## src/hdl/dlsc_pkg.sv

```systemverilog
// Behaviour
// - 22kHz tone, converter clock twenty times it
// - both bits low: pin gates internal tone
// - tone-enable high: continuous tone, pin ignored
// - select bit high: pin tone passed through
// - detect output pulled low while tone present
// - transmit-indicator level picks detector threshold
// - enable low disables that channel's power block
// - pin-disable set: range bits alone pick voltage
// - pin-disable clear: pin picks range, bits pick level
// - dynamic mode: three bits pick five thresholds
// - dynamic overload: after 23us, off 900ms, flag
// - retry on 20ms; clean on-time clears flag
// - static mode: flag follows overload, no shutoff
// - flags low after power-on soft-start
// - back current over 100us: off 5ms, flag, repeat
// - over-temperature: all off, flag until cooled
// - fault low on faults or both enables low
// - all control bits cleared at power-up
// - transmit-mode bit drives indicator pin high
package dlsc_pkg;
    localparam int CHANNELS = 2;
    localparam int CLK_HZ = 25000000;
    localparam int CLK_KHZ = 25000;
    localparam int CLK_PERIOD_NS = 40;
    localparam int TONE_HZ = 22000;
    localparam int BOOST_PER_TONE = 20;
    localparam int BOOST_DIV = CLK_HZ / (TONE_HZ * BOOST_PER_TONE);
    localparam int BOOST_HALF = BOOST_DIV / 2;
    localparam int TONE_HALF_BOOSTS = BOOST_PER_TONE / 2;
    localparam int OC_DELAY_NS = 23000;
    localparam int OC_DELAY_CYC =
        (OC_DELAY_NS + CLK_PERIOD_NS - 1) / CLK_PERIOD_NS;
    localparam int OC_OFF_MS = 900;
    localparam int OC_OFF_CYC = OC_OFF_MS * CLK_KHZ;
    localparam int OC_ON_MS = 20;
    localparam int OC_ON_CYC = OC_ON_MS * CLK_KHZ;
    localparam int BC_WAIT_NS = 100000;
    localparam int BC_WAIT_CYC =
        (BC_WAIT_NS + CLK_PERIOD_NS - 1) / CLK_PERIOD_NS;
    localparam int BC_OFF_MS = 5;
    localparam int BC_OFF_CYC = BC_OFF_MS * CLK_KHZ;
    localparam int TIMER_W = 25;
    localparam int DIV_W = 6;
    localparam int TCNT_W = 4;

    localparam logic [7:0] ADDR_CTRL_CH1 = 8'h00;
    localparam logic [7:0] ADDR_CTRL_CH2 = 8'h04;
    localparam logic [7:0] ADDR_STATUS = 8'h08;
    localparam int CTRL_W = 11;
    localparam logic [CTRL_W-1:0] CTRL_RESET = 11'h000;

    typedef struct packed {
        logic [2:0] limitSel;       // range, hi, lo
        logic staticLimitMode;
        logic lowRangeBit;
        logic highRangeBit;
        logic pinSelectDisable;
        logic txModeBit;
        logic extToneSelect;
        logic toneEnable;
        logic outputEnable;
    } dlscCtrl_t;

    typedef struct packed {
        logic faultN;
        logic backCurrentCh2;
        logic overloadCh2;
        logic backCurrentCh1;
        logic overloadCh1;
        logic thermal;
    } dlscStatus_t;

    typedef enum logic [1:0] {
        OC_NORMAL = 2'b00,
        OC_DELAY = 2'b01,
        OC_OFF = 2'b11,
        OC_ON = 2'b10
    } dlscOcState_t;

    typedef enum logic [1:0] {
        BC_NORMAL = 2'b00,
        BC_WAIT = 2'b01,
        BC_OFF = 2'b11
    } dlscBcState_t;

    typedef struct packed {
        logic toneModPin;
        logic rangeSelectPin;
        logic detectorIn;
        logic txIndicatorPin;
        logic overloadDetect;
        logic backCurrentDetect;
    } dlscChanIn_t;

    typedef struct packed {
        logic powerEnable;
        logic boostBlock;
        logic [1:0] voltageCode;
        logic [2:0] limitSel;
        logic staticLimitMode;
        logic currentLimitOn;
        logic toneOut;
        logic thresholdTx;
        logic toneDetectOut;
        logic toneDetectOe_n;
        logic txIndicatorOut;
        logic txIndicatorOe_n;
    } dlscChanOut_t;
endpackage

```

## src/hdl/dlsc_top.sv

```systemverilog
`timescale 1ns/10ps
module dlsc_top
    import dlsc_pkg::*;
#(
    parameter int OFF_CYCLES = OC_OFF_CYC,
    parameter int ON_CYCLES = OC_ON_CYC,
    parameter int BC_OFF_CYCLES = BC_OFF_CYC
) (
    input wire logic clock,
    input wire logic reset,
    input wire logic psel,
    input wire logic penable,
    input wire logic pwrite,
    input wire logic [7:0] paddr,
    input wire logic [31:0] pwdata,
    output logic [31:0] prdata,
    output logic pready,
    output logic pslverr,
    input wire logic overTemp,
    input wire dlscChanIn_t [CHANNELS-1:0] chanIn,
    output dlscChanOut_t [CHANNELS-1:0] chanOut,
    output logic boostClock,
    output logic fault_n
);
    localparam logic [TIMER_W-1:0] OFF_LAST = TIMER_W'(OFF_CYCLES - 1);
    localparam logic [TIMER_W-1:0] ON_LAST = TIMER_W'(ON_CYCLES - 1);
    localparam logic [TIMER_W-1:0] BCOFF_LAST = TIMER_W'(BC_OFF_CYCLES - 1);
    localparam logic [TIMER_W-1:0] DELAY_LAST = TIMER_W'(OC_DELAY_CYC - 1);
    localparam logic [TIMER_W-1:0] BCWAIT_LAST = TIMER_W'(BC_WAIT_CYC - 1);
    localparam logic [DIV_W-1:0] DIV_LAST = DIV_W'(BOOST_DIV - 1);
    localparam logic [DIV_W-1:0] DIV_HALF = DIV_W'(BOOST_HALF);
    localparam logic [TCNT_W-1:0] TONE_LAST = TCNT_W'(TONE_HALF_BOOSTS - 1);

    typedef struct packed {
        dlscCtrl_t ctrl;
        dlscOcState_t ocState;
        dlscBcState_t bcState;
        logic [TIMER_W-1:0] ocTimer;
        logic [TIMER_W-1:0] bcTimer;
        logic overloadFlag;
        logic backCurrentFlag;
        dlscChanOut_t out;
    } dlscChan_t;

    typedef struct packed {
        dlscChan_t [CHANNELS-1:0] ch;
        logic [DIV_W-1:0] divCnt;
        logic [TCNT_W-1:0] toneCnt;
        logic toneLevel;
        logic boostClk;
        logic thermal;
        logic faultN;
        logic [31:0] rdata;
        logic slverr;
    } dlscState_t;

    localparam dlscChanOut_t OUT_RESET = '{
        powerEnable: 1'b0,
        boostBlock: 1'b1,
        voltageCode: 2'b00,
        limitSel: 3'b000,
        staticLimitMode: 1'b0,
        currentLimitOn: 1'b0,
        toneOut: 1'b0,
        thresholdTx: 1'b0,
        toneDetectOut: 1'b0,
        toneDetectOe_n: 1'b1,
        txIndicatorOut: 1'b0,
        txIndicatorOe_n: 1'b1
    };

    dlscState_t s;
    dlscState_t next_s;
    dlscStatus_t status;
    logic setupPhase;
    logic writeAccess;
    logic addrHit;

    assign setupPhase = psel & ~penable;
    assign writeAccess = psel & penable & pwrite;
    assign pready = psel & penable;
    assign prdata = s.rdata;
    assign pslverr = s.slverr & psel & penable;
    assign boostClock = s.boostClk;
    assign fault_n = s.faultN;
    assign addrHit = (paddr == ADDR_CTRL_CH1) | (paddr == ADDR_CTRL_CH2)
        | (paddr == ADDR_STATUS);

    always_comb begin
        status.thermal = s.thermal;
        status.overloadCh1 = s.ch[0].overloadFlag;
        status.backCurrentCh1 = s.ch[0].backCurrentFlag;
        status.overloadCh2 = s.ch[1].overloadFlag;
        status.backCurrentCh2 = s.ch[1].backCurrentFlag;
        status.faultN = s.faultN;
    end

    always_comb begin
        logic enabled;
        logic highSel;
        logic levelBit;
        logic anyFault;
        dlscCtrl_t c;
        enabled = 1'b0;
        highSel = 1'b0;
        levelBit = 1'b0;
        anyFault = 1'b0;
        c = '0;
        next_s = s;

        // converter clock and tone from one divider
        if (s.divCnt == DIV_LAST) begin
            next_s.divCnt = '0;
            if (s.toneCnt == TONE_LAST) begin
                next_s.toneCnt = '0;
                next_s.toneLevel = ~s.toneLevel;
            end else begin
                next_s.toneCnt = s.toneCnt + 1'b1;
            end
        end else begin
            next_s.divCnt = s.divCnt + 1'b1;
        end
        next_s.boostClk = (s.divCnt < DIV_HALF);

        // comparator already carries the 150/130 hysteresis
        next_s.thermal = overTemp;

        // setup cycle latches read data so prdata is a flop
        if (setupPhase) begin
            next_s.slverr = ~addrHit;
            case (paddr)
                ADDR_CTRL_CH1: next_s.rdata = 32'(s.ch[0].ctrl);
                ADDR_CTRL_CH2: next_s.rdata = 32'(s.ch[1].ctrl);
                ADDR_STATUS: next_s.rdata = 32'(status);
                default: next_s.rdata = 32'h00000000;
            endcase
        end

        for (int i = 0; i < CHANNELS; i++) begin
            if (writeAccess && paddr == (i == 0 ? ADDR_CTRL_CH1
                    : ADDR_CTRL_CH2)) begin
                next_s.ch[i].ctrl = pwdata[CTRL_W-1:0];
            end
            c = s.ch[i].ctrl;
            enabled = c.outputEnable & ~s.thermal;

            // overcurrent protection
            if (!enabled) begin
                next_s.ch[i].ocState = OC_NORMAL;
                next_s.ch[i].ocTimer = '0;
                next_s.ch[i].overloadFlag = 1'b0;
            end else if (c.staticLimitMode) begin
                // limited but never shut off
                next_s.ch[i].ocState = OC_NORMAL;
                next_s.ch[i].ocTimer = '0;
                next_s.ch[i].overloadFlag =
                    chanIn[i].overloadDetect;
            end else begin
                case (s.ch[i].ocState)
                    OC_NORMAL: begin
                        next_s.ch[i].overloadFlag = 1'b0;
                        if (chanIn[i].overloadDetect) begin
                            next_s.ch[i].ocState = OC_DELAY;
                            next_s.ch[i].ocTimer = '0;
                        end
                    end
                    OC_DELAY: begin
                        if (!chanIn[i].overloadDetect &&
                                !s.ch[i].overloadFlag) begin
                            next_s.ch[i].ocState = OC_NORMAL;
                        end else if (s.ch[i].ocTimer == DELAY_LAST) begin
                            next_s.ch[i].ocState = OC_OFF;
                            next_s.ch[i].ocTimer = '0;
                            next_s.ch[i].overloadFlag = 1'b1;
                        end else begin
                            next_s.ch[i].ocTimer = s.ch[i].ocTimer + 1'b1;
                        end
                    end
                    OC_OFF: begin
                        if (s.ch[i].ocTimer == OFF_LAST) begin
                            next_s.ch[i].ocState = OC_ON;
                            next_s.ch[i].ocTimer = '0;
                        end else begin
                            next_s.ch[i].ocTimer = s.ch[i].ocTimer + 1'b1;
                        end
                    end
                    OC_ON: begin
                        if (chanIn[i].overloadDetect) begin
                            next_s.ch[i].ocState = OC_OFF;
                            next_s.ch[i].ocTimer = '0;
                        end else if (s.ch[i].ocTimer == ON_LAST) begin
                            next_s.ch[i].ocState = OC_NORMAL;
                            next_s.ch[i].ocTimer = '0;
                            next_s.ch[i].overloadFlag = 1'b0;
                        end else begin
                            next_s.ch[i].ocTimer = s.ch[i].ocTimer + 1'b1;
                        end
                    end
                    default: begin
                        next_s.ch[i].ocState = OC_NORMAL;
                        next_s.ch[i].ocTimer = '0;
                    end
                endcase
            end

            // back-current protection
            if (!enabled) begin
                next_s.ch[i].bcState = BC_NORMAL;
                next_s.ch[i].bcTimer = '0;
                next_s.ch[i].backCurrentFlag = 1'b0;
            end else begin
                case (s.ch[i].bcState)
                    BC_NORMAL: begin
                        next_s.ch[i].backCurrentFlag = 1'b0;
                        if (chanIn[i].backCurrentDetect) begin
                            next_s.ch[i].bcState = BC_WAIT;
                            next_s.ch[i].bcTimer = '0;
                        end
                    end
                    BC_WAIT: begin
                        if (!chanIn[i].backCurrentDetect) begin
                            next_s.ch[i].bcState = BC_NORMAL;
                            next_s.ch[i].backCurrentFlag = 1'b0;
                        end else if (s.ch[i].bcTimer == BCWAIT_LAST) begin
                            next_s.ch[i].bcState = BC_OFF;
                            next_s.ch[i].bcTimer = '0;
                            next_s.ch[i].backCurrentFlag = 1'b1;
                        end else begin
                            next_s.ch[i].bcTimer = s.ch[i].bcTimer + 1'b1;
                        end
                    end
                    BC_OFF: begin
                        // flag kept across retries until a clean probe
                        if (s.ch[i].bcTimer == BCOFF_LAST) begin
                            next_s.ch[i].bcState = BC_WAIT;
                            next_s.ch[i].bcTimer = '0;
                        end else begin
                            next_s.ch[i].bcTimer = s.ch[i].bcTimer + 1'b1;
                        end
                    end
                    default: begin
                        next_s.ch[i].bcState = BC_NORMAL;
                        next_s.ch[i].bcTimer = '0;
                    end
                endcase
            end

            // registered pin outputs
            next_s.ch[i].out.powerEnable = enabled
                & (s.ch[i].ocState != OC_OFF)
                & (s.ch[i].bcState != BC_OFF);
            next_s.ch[i].out.boostBlock =
                ~next_s.ch[i].out.powerEnable;
            highSel = c.pinSelectDisable ? c.highRangeBit
                : chanIn[i].rangeSelectPin;
            levelBit = c.pinSelectDisable ? c.lowRangeBit
                : (highSel ? c.highRangeBit : c.lowRangeBit);
            next_s.ch[i].out.voltageCode = {highSel, levelBit};
            next_s.ch[i].out.limitSel = c.limitSel;
            next_s.ch[i].out.staticLimitMode = c.staticLimitMode;
            next_s.ch[i].out.currentLimitOn = c.staticLimitMode
                | (s.ch[i].ocState == OC_ON);
            if (c.toneEnable) begin
                next_s.ch[i].out.toneOut = s.toneLevel;
            end else if (c.extToneSelect) begin
                next_s.ch[i].out.toneOut = chanIn[i].toneModPin;
            end else begin
                next_s.ch[i].out.toneOut =
                    chanIn[i].toneModPin & s.toneLevel;
            end
            if (!next_s.ch[i].out.powerEnable) begin
                next_s.ch[i].out.toneOut = 1'b0;
            end
            // pin reads back the driven level when transmit mode is set
            next_s.ch[i].out.thresholdTx =
                chanIn[i].txIndicatorPin;
            next_s.ch[i].out.toneDetectOut = 1'b0;
            next_s.ch[i].out.toneDetectOe_n =
                ~chanIn[i].detectorIn;
            next_s.ch[i].out.txIndicatorOut = 1'b1;
            next_s.ch[i].out.txIndicatorOe_n = ~c.txModeBit;

            anyFault = anyFault | s.ch[i].overloadFlag
                | s.ch[i].backCurrentFlag;
        end

        next_s.faultN = ~(anyFault | s.thermal
            | (~s.ch[0].ctrl.outputEnable
            & ~s.ch[1].ctrl.outputEnable));
    end

    always_ff @(posedge clock) begin
        if (reset) begin
            s <= '0;
            // all control bits and flags come up cleared
            for (int i = 0; i < CHANNELS; i++) begin
                s.ch[i].ctrl <= CTRL_RESET;
                s.ch[i].ocState <= OC_NORMAL;
                s.ch[i].bcState <= BC_NORMAL;
                s.ch[i].overloadFlag <= 1'b0;
                s.ch[i].backCurrentFlag <= 1'b0;
                s.ch[i].out <= OUT_RESET;
            end
        end else begin
            s <= next_s;
        end
    end

    assign chanOut[0] = s.ch[0].out;
    assign chanOut[1] = s.ch[1].out;
endmodule

```

## config.mk

```make
export PLATFORM = sky130hd
export DESIGN_NAME = dlsc_top
export DESIGN_NICKNAME = d
export VERILOG_FILES = /design/src/hdl/dlsc_pkg.sv /design/src/hdl/dlsc_top.sv
export SDC_FILE = /design/constraint.sdc
export NUM_CORES = 1
export LEC_CHECK = 0
export ABC_AREA = 0
export BUFFER_PORTS_ARGS = -buffer_cell sky130_fd_sc_hd__buf_2
export CAP_MARGIN = 20
export CORE_MARGIN = 8
export CORE_UTILIZATION = 48
export CTS_BUF_LIST = sky130_fd_sc_hd__clkbuf_4 sky130_fd_sc_hd__clkbuf_8
export DETAILED_ROUTE_END_ITERATION = 8
export PLACE_DENSITY = 0.83
export SYNTH_ARGS = -nofsm -noshare
export SYNTH_HDL_FRONTEND = slang
export SYNTH_SLANG_ARGS = --single-unit
```

## constraint.sdc

```tcl
create_clock -name clock -period 1.99 [get_ports clock]
set_input_delay 0.398 -clock clock [delete_from_list [all_inputs] [get_ports clock]]
set_output_delay 0.398 -clock clock [all_outputs]
set_load 0.05 [all_outputs]
```

==> impl_metrics.json <==
{
  "nets": 1433,
  "h-tree-depth": 4,
  "fin_skew_ns": 0.0211,
  "power.static_leakage_nw": 4.92,
  "ys_ff_latch": 187,
  "worstPathRequired_ns": 2.40,
  "synth_edf_count": 0,
  "postRouteAntennaNets": 0,
  "synth_top_flop_cell": "dfxtp_1",
  "grt_setup_unrepaired": "yes",
  "cts_root_buffer": "clkbuf_8",
  "fp.dieW_um": 156,
  "r2r_slack_ns": -0.22,
  "die_h_um": 156,
  "initial_utilization_pct": 48.8,
  "hp-start": "chanIn[3]",
  "synthSimpleGateAreaFrac_pct": 28.7,
  "power_density_nw_per_um2": 553,
  "yosysSeqAreaShare_pct": 39.6,
  "dp_hpwl_mm": 18.1,
  "startpoint": "s[89]",
  "drive_gt1_share_pct": 35.0,
  "final_common_cell": "buf_4",
  "final_hold_viol_count": 0,
  "cts_buffers": 17,
  "drc_errors": 0,
  "grt_pass1_wl_mm": 42.1,
  "cp.arrival_ns": 2.62,
  "initialDrtViolationCount": 967,
  "cts_tree": "built",
  "num_io_pins": 124,
  "setup_ws_ns": -0.225,
  "design_area_um2": 12600,
  "muxShareOfSynthArea_pct": 3.98,
  "io_buffers": 79,
  "dieArea_um2": 24500,
  "cts.path.max_buffers": 2,
  "critPathCaptureType": "flop",
  "antenna_found_initial": 3,
  "clk_latency_ns": 0.50,
  "grt_overflow": 0,
  "wl_per_cell_um": 17.6,
  "ir_drop_uv": 532,
  "place_ws_ns": -0.199,
  "grt_pass1_vias": 8901,
  "vias_per_cell": 5.77,
  "synth_xor_area_share_pct": 6.30,
  "syn_area_per_cell_um2": 8.32,
  "mappedNetlistArea_um2": 9460,
  "drt_wl_total_mm": 28.7,
  "grt_use_total_pct": 20.8,
  "path_class": "flop to flop",
  "setup_viol": 64,
  "rows": 51,
  "synthAdderAreaFrac_pct": 2.51,
  "period_share_pct": 111,
  "synthCells": 1137,
  "vias": 9446,
  "final_cell_mix": "182 x buf_4, 158 x dfxtp_1, 152 x nor2_1",
  "n_fill_cell": 1402,
  "yosys_warnings": 0,
  "cts_sinks": 187,
  "max_clock_freq_mhz": 451,
  "setup_tns_ns": -8.03,
  "period_minus_slack_ns": 2.21,
  "hp-class": "primary input to flop",
  "worst_r2r_path_depth": 10,
  "holdPathEnd": "chanOut[2]",
  "syn_to_final_growth_pct": 32.8,
  "coreArea_um2": 19400,
  "failed_checks": "setup timing",
  "worst_slew_pin_slew_ns": 0.696,
  "critPathLaunchType": "flop",
  "timing.rr.end": "s[109]",
  "postCtsHoldBufs": 0,
  "crit_path_max_fanout": 6,
  "report.final.slew_viol_count": 0,
  "grt_max_degree": 59,
  "maxCapViolCount": 0,
  "synth_top_family_by_area": "simple AND/OR/NAND/NOR gates",
  "synth_compound_area_share_pct": 11.2,
  "placed_area_um2": 11200,
  "status": "finished, violations left",
  "timing.rr.start": "s[89]",
  "holdPathStages": 2,
  "yosysUniqueCellTypes": 75,
  "clkTransAtPathRegs_ns": 0.11,
  "async_reset_ff_share_pct": 0,
  "gp_congestion": 0.905,
  "slew_headroom_pct": 53.3,
  "dr.pass1.iters": 5
}
[final cells by class]
class	count	area (um^2)	area share (%)
Tap cell	265	332	2.64
Inverter	25	96.3	0.767
Antenna cell	2	5.00	0.0398
Multi-Input combinational cell	845	5870	46.7
Sequential cell	187	3790	30.2
Timing Repair Buffer	280	2010	16.0
Clock inverter	15	220	1.75
Clock buffer	17	234	1.86
[repair_timing]
item,CTS,global route
endpoints found under the setup margin,92,103
pin swaps,39,66
cloned,1,3
buffers inserted,10,9
gates resized for setup,47,123
[how the worst max path moves through the flow]
stage	end	slack [ns]	cells after the start
after floorplan	s[84]	-0.07	8
after global placement	s[84]	-0.12	8
after detailed placement	s[109]	-0.20	8
after CTS	s[194]	-0.1	8
after global routing	s[109]	-0.35	10
final	s[109]	-0.22	10
[worst max-delay path, cell delays in order (launching register included)]
cell and delay, ns:
dfxtp_4 0.39, inv_2 0.06, ha_1 0.17, nor4b_4 0.19, nand4_1 0.28, buf_4 0.25, nor3_4 0.25, o22ai_4 0.18
buf_6 0.16, o22ai_2 0.14, nand2_1 0.06
[cell usage after synthesis, types with 3 or more instances]
cell       number  area, um^2
a211o_1         3        26.3
a21oi_1        35         175
a22oi_1        14         105
a31oi_1         6        37.5
a32oi_1         3        26.3
and2_1          9        56.3
and3_1         14        87.6
and4_1          7        61.3
buf_2           4        20.0
buf_4          66         495
clkbuf_1       31         116
dfxtp_1       187        3740
ha_1           19         238
inv_1          25        93.8
mux2_2          5        56.3
mux2i_1        32         320
nand2_1       118         443
nand2b_1        3        18.8
nand3_1        55         275
nand4_1        41         257
nand4b_1        3        26.3
nor2_1        179         672
nor2b_1        22         138
nor3_1         33         165
nor3b_1         6        45.0
nor4_1         20         125
nor4b_1        10        87.6
o2111ai_1       4        35.0
o211ai_1        4        30.0
o21a_1          4        30.0
o21ai_0        28         140
o21ai_1         5        25.0
o22ai_1         8        50.1
o311ai_1        5        43.8
o31ai_1         4        30.0
o31ai_4         3        63.8
or3_1           8        50.1
or4_1           4        30.0
xnor2_1        33         289
xor2_1         35         307
[kinds of logic (layout without fill, tap and decap cells)]
logic type                 after synthesis  in the layout
and+or+nand+nor                        550            550
xor gates and xnor gates                68             68
other                                    1             25
DFF                                    187            187
adders and majority gates               19             19
buffers and inverters                  127            337
AOI/OAI and AO/OA                      148            148
muxes                                   37             37
[registers in the layout, summed over array words and instances, names as in the netlist]
| name | count |
|---|---|
| s | 139 |
| fault_n | 1 |
| prdata | 11 |
| boostClock | 1 |
| chanOut | 27 |
| next_s | 8 |
[per-stage QoR]
step	power, mW	hold slack [ns]	instances	util (%)
global route	7.14	0.0369	1636	64.8
global placement	4.17	0.406	1581	57.5
CTS	6.94	0.0347	1623	61.5
detailed placement	4.17	0.407	1581	57.5
floorplan	4.12	0.370	1159	-
finish	6.95	0.0471	1636	64.8
[routing by layer]
metal | wire (um) | vias to the layer above | share of wire, % | global-route usage, %
li1 | - | 4342 | - | -
met1 | 11000 | 4557 | 38 | 23.3
met2 | 14800 | 433 | 51 | 37.7
met3 | 1820 | 112 | 6.3 | 4.16
met4 | 1140 | 2 | 4.0 | 8.97
met5 | 12 | - | 0.042 | 0
[power breakdown]
part,internal (mW),switching [mW]
combinational,0.0881,0.253
sequential,3.75,0.00883
clock,1.21,1.64
Power figures use the tool's default switching activity.
